==> config.mk <==
export PLATFORM = sky130hd
export DESIGN_NAME = monitor_result_and_alert_regs
export DESIGN_NICKNAME = d
export VERILOG_FILES = /design/src/hdl/monitor_pkg.sv /design/src/hdl/power_multiplier.sv /design/src/hdl/monitor_result_and_alert_regs.sv
export VERILOG_INCLUDE_DIRS = /design/src /design/src/hdl
export SDC_FILE = /design/constraint.sdc
export NUM_CORES = 1
export LEC_CHECK = 0
export BUFFER_PORTS_ARGS = -buffer_cell sky130_fd_sc_hd__buf_2
export CORE_UTILIZATION = 55
export CTS_CLUSTER_DIAMETER = 100
export DETAILED_ROUTE_END_ITERATION = 7
export PLACE_DENSITY = 0.78
export SLEW_MARGIN = 20
export SYNTH_ARGS = -nofsm -noshare
export SYNTH_HDL_FRONTEND = slang
export SYNTH_SLANG_ARGS = --single-unit
==> constraint.sdc <==
create_clock -name clk -period 36.7 [get_ports clk]
set_clock_uncertainty 0.1 [all_clocks]
set_input_delay 3.67 -clock clk [delete_from_list [all_inputs] [get_ports clk]]
set_output_delay 3.67 -clock clk [all_outputs]
set_load 0.01 [all_outputs]
==> src/hdl/monitor_regs.svh <==
// offsets, field positions and scaling constants of the monitor bank
`ifndef MONITOR_REGS_SVH
`define MONITOR_REGS_SVH

// ==========================================================
// register pointers
`define REG_RAIL_VOLTAGE   8'h02
`define REG_POWER          8'h03
`define REG_FAULT_SELECT   8'h06
`define READ_UNMAPPED      16'h0000

// ==========================================================
// fault select / flags fields
`define BIT_OVER_CURRENT   15
`define BIT_UNDER_CURRENT  14
`define BIT_RAIL_OVER      13
`define BIT_RAIL_UNDER     12
`define BIT_POWER_OVER     11
`define BIT_CONV_DONE_EN   10
`define BIT_LIMIT_FLAG     4
`define BIT_CONV_FLAG      3
`define BIT_OVERFLOW_FLAG  2
`define BIT_POLARITY       1
`define BIT_LATCH          0
`define UNUSED_FIELD       5'h00

// ==========================================================
// configuration fields seen by this bank
`define CFG_SOFT_RESET_BIT 15
`define CFG_MODE_OFF       2'h0

// ==========================================================
// power scaling: 1.25 mA x 1.25 mV = 1.5625 uW per product count, 10 mW per result count
`define POWER_DIVISOR      32'h00001900
`define POWER_MAX          16'hA3D7
`define POWER_MAX_WIDE     32'h0000A3D7

`endif

==> src/hdl/monitor_pkg.sv <==
// types shared by the monitor result and fault-select bank
package monitor_pkg;

	// ==========================================================
	// carriers
	typedef struct packed {
		logic        rd;
		logic        wr;
		logic [7:0]  addr;
		logic [15:0] wdata;
	} reg_req_s;

	typedef struct packed {
		logic        wr;
		logic [15:0] wdata;
	} cfg_write_s;

	typedef struct packed {
		logic        current_done;
		logic        bus_done;
		logic        cycle_end;
		logic [15:0] current_code;
		logic [15:0] rail_code;
	} meas_s;

	typedef enum logic [2:0] {
		sel_none,
		sel_over_current,
		sel_under_current,
		sel_rail_over,
		sel_rail_under,
		sel_power_over
	} limit_sel_e;

	// ==========================================================
	// module state
	typedef struct packed {
		logic        done;
		logic [15:0] power;
		logic        overflow;
	} mult_state_s;

	typedef struct packed {
		logic [14:0] rail_voltage_bits;
		logic [15:0] power_product_bits;
		logic [15:0] current_code;
		logic        over_current_enable;
		logic        under_current_enable;
		logic        rail_over_voltage_enable;
		logic        rail_under_voltage_enable;
		logic        power_over_limit_enable;
		logic        conv_done_output_enable;
		logic        limit_function_flag;
		logic        conversion_done_flag;
		logic        math_overflow_flag;
		logic        fault_output_polarity;
		logic        fault_latch_select;
		logic        mult_busy;
		logic        conv_pending;
		logic [15:0] rdata;
		logic        rvalid;
		logic        alert_pin_out;
		logic        alert_pin_oe_n;
	} regs_state_s;

endpackage

==> src/hdl/power_multiplier.sv <==
// registered power product stage: magnitude of current times rail voltage, scaled and clamped
`include "monitor_regs.svh"

module power_multiplier (
	input  wire logic        clk,
	input  wire logic        rst,
	input  wire logic        start,
	input  wire logic [15:0] current_code,
	input  wire logic [14:0] rail_code,
	output logic             done,
	output logic [15:0]      power,
	output logic             overflow
);
	import monitor_pkg::*;

	mult_state_s s;
	mult_state_s next_s;
	logic [15:0] magnitude;
	logic [31:0] product;
	logic [31:0] quotient;

	// ==========================================================
	// arithmetic
	// two's complement negate; -32768 maps to 8000h which still fits unsigned
	assign magnitude = current_code[15] ? 16'((~current_code) + 16'h0001) : current_code;
	assign product   = {16'h0000, magnitude} * {17'h00000, rail_code};
	assign quotient  = product / `POWER_DIVISOR;

	always_comb begin
		next_s      = s;
		next_s.done = start;
		if (start) begin
			if (quotient > `POWER_MAX_WIDE) begin
				next_s.power    = `POWER_MAX;
				next_s.overflow = 1'b1;
			end else begin
				next_s.power    = quotient[15:0];
				next_s.overflow = 1'b0;
			end
		end
	end

	always_ff @(posedge clk) begin
		if (rst) begin
			s <= '0;
		end else begin
			s <= next_s;
		end
	end

	assign done     = s.done;
	assign power    = s.power;
	assign overflow = s.overflow;
endmodule

==> src/hdl/monitor_result_and_alert_regs.sv <==
// rail voltage and power results plus fault select, flags and open-collector fault pin
`include "monitor_regs.svh"

// What this block does
// - rail voltage register holds latest 1.25 mV code
// - results take averaged values when averaging on
// - rail voltage top bit reads zero
// - power counts weigh 10 mW fixed
// - power is current times rail voltage, scaled
// - power stored as magnitude regardless of sign
// - power never returns above A3D7h
// - highest set limit enable alone is compared
// - over-current enable faults when current above limit
// - under-current enable faults when current below limit
// - rail over-voltage faults when voltage above limit
// - rail under-voltage faults when voltage below limit
// - power over-limit faults when power above limit
// - conversion-done enable also drives fault pin
// - limit flag clears on read or clean conversion
// - done flag sets after math completes
// - done flag clears on config write with mode not power-down, select read
// - overflow flag set on arithmetic overflow
// - polarity bit picks active-low or active-high drive
// - latch bit picks latch or transparent mode
// - transparent idles when fault gone; latch until read
// - soft reset bit restores all defaults
module monitor_result_and_alert_regs (
	input  wire logic                   clk,
	input  wire logic                   rst,
	input  wire monitor_pkg::reg_req_s  req,
	input  wire monitor_pkg::cfg_write_s cfg,
	input  wire monitor_pkg::meas_s     meas,
	input  wire logic [15:0]            limit_value,
	output logic [15:0]                 rdata,
	output logic                        rvalid,
	output logic                        alert_pin_out,
	output logic                        alert_pin_oe_n
);
	import monitor_pkg::*;

	// ==========================================================
	// state and decode
	localparam regs_state_s state_reset = '{alert_pin_oe_n: 1'b1, default: '0};

	regs_state_s s;
	regs_state_s next_s;
	limit_sel_e  sel;
	logic        soft_reset;
	logic        mask_read;
	logic        mask_write;
	logic        conv_clear;
	logic        set_conv;
	logic        busy_after;
	logic        eval_now;
	logic        fault_now;
	logic        alert_active;
	logic        mult_done;
	logic [15:0] mult_power;
	logic        mult_overflow;
	logic [15:0] mult_current;

	function automatic limit_sel_e pick_limit(input logic [4:0] en);
		limit_sel_e r;
		r = sel_none;
		if (en[4]) begin
			r = sel_over_current;
		end else if (en[3]) begin
			r = sel_under_current;
		end else if (en[2]) begin
			r = sel_rail_over;
		end else if (en[1]) begin
			r = sel_rail_under;
		end else if (en[0]) begin
			r = sel_power_over;
		end
		return r;
	endfunction

	function automatic logic [15:0] select_word(input regs_state_s st);
		return {st.over_current_enable, st.under_current_enable,
			st.rail_over_voltage_enable, st.rail_under_voltage_enable,
			st.power_over_limit_enable, st.conv_done_output_enable,
			`UNUSED_FIELD,
			st.limit_function_flag, st.conversion_done_flag, st.math_overflow_flag,
			st.fault_output_polarity, st.fault_latch_select};
	endfunction

	assign sel = pick_limit({s.over_current_enable, s.under_current_enable,
		s.rail_over_voltage_enable, s.rail_under_voltage_enable,
		s.power_over_limit_enable});

	assign soft_reset = cfg.wr && cfg.wdata[`CFG_SOFT_RESET_BIT];
	assign mask_read  = req.rd && (req.addr == `REG_FAULT_SELECT);
	assign mask_write = req.wr && (req.addr == `REG_FAULT_SELECT);
	// power-down writes leave the flag alone so a final result stays flagged
	assign conv_clear = mask_read || (cfg.wr && (cfg.wdata[1:0] != `CFG_MODE_OFF));

	// ==========================================================
	// power product
	assign mult_current = meas.current_done ? meas.current_code : s.current_code;

	power_multiplier u_mult (
		.clk          (clk),
		.rst          (rst || soft_reset),
		.start        (meas.bus_done),
		.current_code (mult_current),
		.rail_code    (meas.rail_code[14:0]),
		.done         (mult_done),
		.power        (mult_power),
		.overflow     (mult_overflow)
	);

	// a cycle is finished only once its product is back
	assign busy_after = meas.bus_done || (s.mult_busy && !mult_done);
	assign set_conv   = (meas.cycle_end && !busy_after) || (mult_done && s.conv_pending);

	// ==========================================================
	// limit comparison, once per completed measurement
	// limit is taken in the same format as the compared result
	always_comb begin
		eval_now  = 1'b0;
		fault_now = 1'b0;
		case (sel)
			sel_over_current: begin
				eval_now  = meas.current_done;
				fault_now = $signed(meas.current_code) > $signed(limit_value);
			end
			sel_under_current: begin
				eval_now  = meas.current_done;
				fault_now = $signed(meas.current_code) < $signed(limit_value);
			end
			sel_rail_over: begin
				eval_now  = meas.bus_done;
				fault_now = {1'b0, meas.rail_code[14:0]} > limit_value;
			end
			sel_rail_under: begin
				eval_now  = meas.bus_done;
				fault_now = {1'b0, meas.rail_code[14:0]} < limit_value;
			end
			sel_power_over: begin
				eval_now  = mult_done;
				fault_now = mult_power > limit_value;
			end
			default: begin
				eval_now  = 1'b0;
				fault_now = 1'b0;
			end
		endcase
	end

	// ==========================================================
	// next state
	always_comb begin
		next_s        = s;
		next_s.rvalid = 1'b0;
		alert_active  = 1'b0;

		// results come from the averaging engine already averaged
		if (meas.current_done) begin
			next_s.current_code = meas.current_code;
		end
		if (meas.bus_done) begin
			next_s.rail_voltage_bits = meas.rail_code[14:0];
		end
		if (mult_done) begin
			next_s.power_product_bits = mult_power;
			next_s.math_overflow_flag = mult_overflow;
		end

		next_s.mult_busy = busy_after;
		if (meas.cycle_end && busy_after) begin
			next_s.conv_pending = 1'b1;
		end else if (mult_done) begin
			next_s.conv_pending = 1'b0;
		end

		// clear first so a simultaneous set wins
		if (conv_clear) begin
			next_s.conversion_done_flag = 1'b0;
		end
		if (set_conv) begin
			next_s.conversion_done_flag = 1'b1;
		end

		if (s.fault_latch_select) begin
			if (mask_read) begin
				next_s.limit_function_flag = 1'b0;
			end
		end else if (eval_now && !fault_now) begin
			next_s.limit_function_flag = 1'b0;
		end
		if (eval_now && fault_now) begin
			next_s.limit_function_flag = 1'b1;
		end

		if (mask_write) begin
			next_s.over_current_enable       = req.wdata[`BIT_OVER_CURRENT];
			next_s.under_current_enable      = req.wdata[`BIT_UNDER_CURRENT];
			next_s.rail_over_voltage_enable  = req.wdata[`BIT_RAIL_OVER];
			next_s.rail_under_voltage_enable = req.wdata[`BIT_RAIL_UNDER];
			next_s.power_over_limit_enable   = req.wdata[`BIT_POWER_OVER];
			next_s.conv_done_output_enable   = req.wdata[`BIT_CONV_DONE_EN];
			next_s.fault_output_polarity     = req.wdata[`BIT_POLARITY];
			next_s.fault_latch_select        = req.wdata[`BIT_LATCH];
		end

		// read data shows the state before any read side effect
		if (req.rd) begin
			next_s.rvalid = 1'b1;
			case (req.addr)
				`REG_RAIL_VOLTAGE: next_s.rdata = {1'b0, s.rail_voltage_bits};
				`REG_POWER:        next_s.rdata = s.power_product_bits;
				`REG_FAULT_SELECT: next_s.rdata = select_word(s);
				default:           next_s.rdata = `READ_UNMAPPED;
			endcase
		end

		if (soft_reset) begin
			next_s = state_reset;
		end

		alert_active = next_s.limit_function_flag ||
			(next_s.conv_done_output_enable && next_s.conversion_done_flag);
		// open collector: pull low when active (normal) or when idle (inverted)
		next_s.alert_pin_out  = 1'b0;
		next_s.alert_pin_oe_n = !(alert_active ^ next_s.fault_output_polarity);
	end

	always_ff @(posedge clk) begin
		if (rst) begin
			s <= state_reset;
		end else begin
			s <= next_s;
		end
	end

	assign rdata          = s.rdata;
	assign rvalid         = s.rvalid;
	assign alert_pin_out  = s.alert_pin_out;
	assign alert_pin_oe_n = s.alert_pin_oe_n;
endmodule

# After elaboration in Yosys (flattened, before gate mapping)
# Cells that the tools add are included.
dict set report op_classes {
  addsub 1
  n_mul 1
  div_mod_pow 1
  order_cmp 6
  n_eq_ne 8
  shift 0
  n_mux 24
  bitwise 2
  n_reduce_logical 25
}
# cell count
set op_table {}
lappend op_table {{one-hot mux 16 bit (3 select lines)} 1}
lappend op_table {{two-way mux 17 bit} 2}
lappend op_table {{divider 31 x 13 -> 32 bit (second input constant)} 1}
lappend op_table {{> comparator 16 bit} 2}
lappend op_table {{> comparator 32 x 16 -> 1 bit (second input constant)} 1}
lappend op_table {{two-way mux 16 bit} 2}
lappend op_table {{multiplier 16 x 15 -> 31 bit} 1}
lappend op_table {{two-way mux 27 bit} 1}
lappend op_table {{adder 16 x 1 -> 16 bit (second input constant)} 1}
lappend op_table {{equality test 8 x 2 -> 1 bit (second input constant)} 2}
lappend op_table {{> comparator 15 x 16 -> 1 bit} 1}
lappend op_table {{less-than comparator 15 x 16 -> 1 bit} 1}
lappend op_table {{less-than comparator 16 bit} 1}
lappend op_table {{NOT 16 bit} 1}
lappend op_table {{two-way mux 3 bit} 5}
lappend op_table {{logical AND 1 bit} 11}
lappend op_table {{two-way mux 1 bit} 10}
lappend op_table {{equality test 8 x 3 -> 1 bit (second input constant)} 1}
lappend op_table {{equality test 3 x 2 -> 1 bit (second input constant)} 2}
lappend op_table {{equality test 3 bit (second input constant)} 2}
lappend op_table {{OR reduction 2 bit} 3}
lappend op_table {{logical OR 1 bit} 5}
lappend op_table {{one-hot mux 1 bit (5 select lines)} 1}
lappend op_table {{logical NOT 1 bit} 4}
lappend op_table {{other kinds (5)} 6}
dict set report word_totals {
  regBits 97
  latch_bits 0
  ram_bits 0
  rom_bits 0
  inputBits 96
  output_inout_bits 19
  elab_cells 91
  memories 0
}

# Logic depth before layout (Yosys ltp)
# Gate-level depths: netlist of the first run.
dict set report logic_depth {
  depth_word 17
  ltp_mapped 73
  ltp_nobuf 66
}

# By module
# From an unflattened synthesis of the first run, not the netlist that was laid out.
dict set report unflattened {
  hier_cells 2249
  area_unflattened_um2 18252.5
}
# mod instances cells_per_inst area_each_um2 seq_area_each_um2
set by_module_without_submodules {}
lappend by_module_without_submodules {power_multiplier 1 1762 13813.2 360.3}
lappend by_module_without_submodules {monitor_result_and_alert_regs 1 487 4439.3 1561.5}

# Worst setup path after synthesis of the first run
# Ideal clock, no wire load.
dict set report synth_timing {
  path_type {input -> register}
  startpoint {input port meas[34] (netlist name)}
  endpoint {register u_mult.s (netlist bit u_mult.power[0])}
  arrival_ps 20608
  required_ps 36478
  setup_slack_ps 15870
  path_stages 67
  path_cell_list {buf_1 clkbuf_1 nand2_1 o31ai_1 nand3_1 o31ai_1 o21ai_0 xnor2_1 clkbuf_1 nand2_1 fa_1 fa_1 inv_1 fa_1 fa_1 fa_1 inv_1 fa_1 (+31 left out) o32ai_1 maj3_1 a2111oi_1 a2111oi_2 nand2_2 mux2i_1 maj3_1 nor2_1 a221o_1 a311o_1 and2_1 buf_2 a211oi_1 nor4b_1 a311oi_2 mux2i_1 a31oi_1 a21boi_2}
}
dict set report synth_via {
  elab_chain_cells 8
}
# element line
set synth_rtl {}
lappend synth_rtl {{from (decl)} monitor_result_and_alert_regs.sv:32} ;# input wire monitor_pkg::meas_s meas,
lappend synth_rtl {{two-way mux 16 bit (*)} --}
lappend synth_rtl {{NOT 16 bit} power_multiplier.sv:25} ;# assign magnitude = current_code[15] ? 16'((~current_code) + 16'h0001) : current_code;
lappend synth_rtl {{adder 16 x 1 -> 16 bit} power_multiplier.sv:25}
lappend synth_rtl {{two-way mux 16 bit (*)} power_multiplier.sv:25}
lappend synth_rtl {{multiplier 16 x 15 -> 31 bit (*)} power_multiplier.sv:26} ;# assign product = {16'h0000, magnitude} * {17'h00000, rail_code};
lappend synth_rtl {{divider 31 x 13 -> 32 bit (no source line) (*)} --}
lappend synth_rtl {{> comparator 32 x 16 -> 1 bit (no source line)} --}
lappend synth_rtl {{two-way mux 17 bit (*)} power_multiplier.sv:33} ;# if (quotient > `POWER_MAX_WIDE) begin
lappend synth_rtl {{to (signal assigned)} power_multiplier.sv:47} ;# s <= next_s;
lappend synth_rtl {{to (decl)} power_multiplier.sv:16} ;# mult_state_s s;
# Every way passes the cells marked *; elsewhere a longest branch is shown, timed or not.
# A chain may end at the register's enable or synchronous reset.

# Worst setup path after layout of the first run
# Same ends and word-level chain as after synthesis.

==> results.sh, run 1 <==
export IMPL_rrSetupSlack_ps=16450
export IMPL_yosysWarnings=0
export IMPL_grt_pass1_wl_mm=79.0
export IMPL_synth_edf_count=0
export IMPL_die_width_um=180
export IMPL_cts_root_buffer="clkbuf_16"
export IMPL_wl_mm=47.4
export IMPL_relSlewSlack_pct=30.0
export IMPL_grt_util_all_layers_pct=29.5
export IMPL_period_needed_ps=23980
export IMPL_synthToLayoutAreaGrowth_pct=5.16
export IMPL_die_area_um2=32600
export IMPL_yosys_area_top_type_share_pct=20.6
export IMPL_critical_path_depth=65
export IMPL_die_h_um=180
export IMPL_finalSetupViolCount=0
export IMPL_tritoncts="yes"
export IMPL_worstHoldStart="rdata[15]"
export IMPL_yosysTopAreaCell="fa_1"
export IMPL_ys_seq_area_share_pct=11.0
export IMPL_place_gp_congestion=0.936
export IMPL_ys_flop_type="dfxtp_1"
export IMPL_cts_repair_resized=0
export IMPL_coreArea_um2=31000
export IMPL_firstDrtPassIters=5
export IMPL_nFillCells=2694
export IMPL_htreeDepth=3
export IMPL_hold_class="reg -> reg"
export IMPL_place_inst=2552
export IMPL_worst_pin_slew_ps=1040
export IMPL_status="complete, no violations"
export IMPL_ys_types=111
export IMPL_drive_gt1_share_pct=9.30
export IMPL_final_nets=2586
export IMPL_arrival_ps=24120
export IMPL_synth_fp_nets=2571
export IMPL_tns_ps=0
export IMPL_final_antenna_net_count=0
export IMPL_netlist_instances=2152
export IMPL_ys_seq_elements=96
export IMPL_crit_family="compound AO/OA/AOI/OAI gates"
export IMPL_cts_buffers=9
export IMPL_diodes=0
export IMPL_route_detailed_drc=0
export IMPL_slowest_stage="a21boi_1"
export IMPL_avgSynthCellArea_um2=8.14
export IMPL_criticalPathCategory="in -> reg"
export IMPL_start_kind="primary input"
export IMPL_path_buf_inv=7
export IMPL_fin_area_um2=18400
export IMPL_insertion_delay_ps=350
export IMPL_worstHoldPathCells=2
export IMPL_drv_cap=0
export IMPL_dpl_cell_area_um2=18100
export IMPL_post_cts_buffers=0
export IMPL_cts_sinks=96
export IMPL_ioPinCount=115
export IMPL_synth_common_cells="216 x inv_1, 216 x nand2_1, 180 x fa_1"
export IMPL_clock_fmax_ghz=0.0417
export IMPL_grt_pass1_vias=15900
export IMPL_clockBufferDepth=2
export IMPL_vias_per_cell=6.24
export IMPL_grt_max_degree=82
export IMPL_rsz0062_at_grt="false"
export IMPL_antenna_found_initial=0
export IMPL_reg2reg_depth=64
export IMPL_worst_path_most_repeated_cell="fa_1"
export IMPL_drt_iter0_drc=1396
export IMPL_hold_viol=0
export IMPL_vias=16000
export IMPL_wl_per_cell_um=18.5
export IMPL_synthTopCellsByArea="fa_1 21%, dfxtp_1 11%, ha_1 10%, and2_1 5.7%, inv_1 4.6%"
export IMPL_start_util_pct=56.5
export IMPL_clk_pin_slew_worst_paths_ps=70
export IMPL_cp_max_fo=30
export IMPL_cts_hold_fix_buffers=0
export IMPL_fin_crit_sh_pct=65.3
export IMPL_worstReg2RegStart="s[32]"
export IMPL_holdPathEnd="rdata[15]"
export IMPL_layout_cells_non_filler=2568
export IMPL_syn_area_um2=17500
export IMPL_core_rowCount=64
export IMPL_dp_hpwl_mm=36.3
export IMPL_slowest_delay_ps=890
export IMPL_worstSetupEndpointType="flop"
export IMPL_slew_viol_final=0
export IMPL_overflow=0
export IMPL_required_ps=36850
export IMPL_port_buffers=91
export IMPL_reg2reg_to="u_mult.power[0]"
export IMPL_synthArstFlopShare_pct=0
[registers in the layout, summed over array words and instances, names as in the netlist]
register and cells:
u_mult.power 16, s 60, u_mult.overflow 1, alert_pin_oe_n 1, rvalid 1, rdata 16
u_mult.done 1
[layout by cell type, fill, tap and decap left out, drive strengths merged, types with 29 or more instances in the layout]
cell / count
inv: 219
nand2: 218
fa: 180
nor2: 170
and2: 160
ha: 143
a21oi: 122
buf: 110
o21ai: 107
dfxtp: 96
mux2i: 78
xnor2: 54
nor3: 40
nand3: 38
nor2b: 32
o211ai: 32
xor2: 29
[final cells by class]
cell class | instances | area, um2 | area share, %
Multi-Input combinational cell | 1734 | 14300 | 77.7
Sequential cell | 96 | 1920 | 10.4
Inverter | 216 | 811 | 4.40
Timing Repair Buffer | 110 | 598 | 3.25
Tap cell | 396 | 495 | 2.69
Clock buffer | 10 | 229 | 1.24
Clock inverter | 6 | 50.0 | 0.272
[worst max path at each step]
stage / start / to / slack (ps)
finish: meas[34] / u_mult.power[0] / 12720
global route: meas[34] / u_mult.power[0] / 11710
CTS: meas[34] / u_mult.power[0] / 13200
detailed placement: meas[34] / u_mult.power[0] / 12910
global placement: meas[34] / u_mult.power[0] / 13350
floorplan: meas[34] / u_mult.power[0] / 15870
[metal layers]
layer  vias up  wire length, um  global-route usage, %  part of all wire (%)
li1       7410                -                      -                     -
met1      7736            20000                   38.8                    42
met2       763            22200                   49.7                    47
met3       108             3830                   4.83                   8.1
met4         0             1370                   8.72                   2.9
met5         -                0                      0                     0
[worst register-to-register path, delay by kind of cell, from the launching register on]
kind	cells	cell delay, ps
flops	1	300
xor+xnor	3	760
fa+ha+maj	8	3840
simple gates	15	3470
compound gates	29	9870
buf+inv	6	640
mux	3	1190
[cell families after synthesis]
kind of cell,Yosys count,synth area share (%)
simple gates,753,21.4
compound gates,479,19.3
fa+ha+maj,327,31.0
buf+inv,322,7.40
flops,96,11.0
mux,91,5.36
xor+xnor,83,4.51
other cells,1,0.0214
[per-stage QoR]
stage	setup WS, ps	hold WS (ps)	utilization, %
floorplan	15870	348	-
global placement	13350	362	58.6
detailed placement	12910	368	58.6
CTS	13200	380	59.5
global route	11710	428	59.5
finish	12720	381	59.5
Power of run 1 is not shown: default switching activity piles up to over one toggle a cycle in this logic, so the estimate is an artifact.
==> run 2: changes to the inputs <==
- clock period: 36.7 -> 24.2 ns (I/O delays scaled with it)
==> run 2 against run 1 <==
Net effect:
- cell area about the same
- cell count about the same
- critical path type unchanged
- sequential share of layout area about the same
- via count down 1.0%
- flip-flop and latch count unchanged
==> results.sh, run 2 (synthesis gave the netlist of run 1 again) <==
export IMPL_path_buf_inv=6
export IMPL_die_area_um2=32600
export IMPL_largest_reg_flops=60
export IMPL_worst_path_most_repeated_cell="fa_1"
export IMPL_place_gp_congestion=0.934
export IMPL_insertion_delay_ps=360
export IMPL_ff_latch_area_um2=1920
export IMPL_clockBufferDepth=2
export IMPL_hold_class="reg -> reg"
export IMPL_antenna_found_initial=0
export IMPL_regMostFlops="s"
export IMPL_slowest_stage="a21boi_1"
export IMPL_route_detailed_drc=0
export IMPL_cts_hold_fix_buffers=0
export IMPL_post_route_util_pct=59.4
export IMPL_firstDrtPassIters=6
export IMPL_cts_repair_resized=0
export IMPL_worstSetupEndpointType="flop"
export IMPL_wl_per_cell_um=18.3
export IMPL_finalSetupViolCount=0
export IMPL_slowest_delay_ps=870
export IMPL_status="complete, no violations"
export IMPL_die_h_um=180
export IMPL_multi_input_comb_area_um2=14300
export IMPL_die_width_um=180
export IMPL_final_antenna_net_count=0
export IMPL_grt_max_degree=82
export IMPL_crit_family="compound AO/OA/AOI/OAI gates"
export IMPL_rsz0062_at_grt="false"
export IMPL_overflow=0
export IMPL_diodes=0
export IMPL_start_kind="primary input"
export IMPL_worst_pin_slew_ps=1060
export IMPL_htreeDepth=3
export IMPL_start_util_pct=56.5
export IMPL_wl_mm=46.9
export IMPL_criticalPathCategory="in -> reg"
export IMPL_port_buffers=91
export IMPL_grt_util_all_layers_pct=29.2
export IMPL_vias=15900
export IMPL_grt_pass1_wl_mm=77.8
export IMPL_final_cell_mix="216 x inv_1, 216 x nand2_1, 180 x fa_1, 167 x nor2_1, 159 x and2_1"
export IMPL_required_ps=24340
export IMPL_post_cts_buffers=0
export IMPL_cts_buffers=9
export IMPL_period_needed_ps=22460
export IMPL_ioPinCount=115
export IMPL_cts_root_buffer="clkbuf_16"
export IMPL_nFillCells=2686
export IMPL_arrival_ps=22600
export IMPL_grt_pass1_vias=15500
export IMPL_relSlewSlack_pct=29.0
export IMPL_tns_ps=0
export IMPL_vias_per_cell=6.18
export IMPL_clock_fmax_ghz=0.0445
export IMPL_final_nets=2586
export IMPL_synthToLayoutAreaGrowth_pct=5.14
export IMPL_hold_viol=0
export IMPL_coreArea_um2=31000
export IMPL_slew_viol_final=0
export IMPL_clk_pin_slew_worst_paths_ps=70
export IMPL_drv_cap=0
export IMPL_core_rowCount=64
export IMPL_tritoncts="yes"
export IMPL_cts_sinks=96
export IMPL_fin_crit_sh_pct=92.8
export IMPL_cp_max_fo=30
export IMPL_drt_iter0_drc=1352
export IMPL_dp_hpwl_mm=36.2
export IMPL_drive_gt1_share_pct=9.30
-- run 2: cell types whose count changed in the layout (fill, tap and decap cells not counted) --
cell / delta
clkinv_4: -1
clkbuf_1: -1
inv_6: +1
-- run 2: layout make-up --
class                           count  area share (%)
Clock buffer                        9            1.22
Clock inverter                      6           0.272
Inverter                          216            4.40
Multi-Input combinational cell   1734            77.7
Sequential cell                    96            10.4
Tap cell                          396            2.69
Timing Repair Buffer              110            3.25
-- run 2: layer usage --
metal / wire (um) / GRT usage [%]
met5: 0 / 0
met4: 1080 / 7.32
met3: 3320 / 4.18
met2: 22000 / 49.2
met1: 20400 / 39.2
-- run 2: path summary, 6_finish.rpt --
check / startpoint / end / slack [ps] / cells past startpoint
worst max register to register: s[32] / u_mult.power[0] / 4220 / 61
worst min register to register: rdata[15] / rdata[15] / 380 / 2
worst max-delay path: meas[34] / u_mult.power[0] / 1740 / 62
worst min-delay path: rdata[15] / rdata[15] / 380 / 2
-- run 2: stage by stage --
step / hold slack [ps] / cells / setup WS (ps) / area (um2)
2_1_floorplan: 348 / 2152 / 4620 / 17500
3_3_place_gp: 363 / 2552 / 2150 / 18100
3_5_place_dp: 368 / 2552 / 1860 / 18100
4_1_cts: 377 / 2567 / 2150 / 18400
5_1_grt: 412 / 2567 / 411 / 18400
6_report: 381 / 2567 / 1740 / 18400
-- run 2: tightest hold or removal path, cell delays in order, from the launching register on --
cell and delay [ps]:
dfxtp_1 310, nand2b_1 70, a21oi_1 60
Power of run 2 is left out for the same reason.
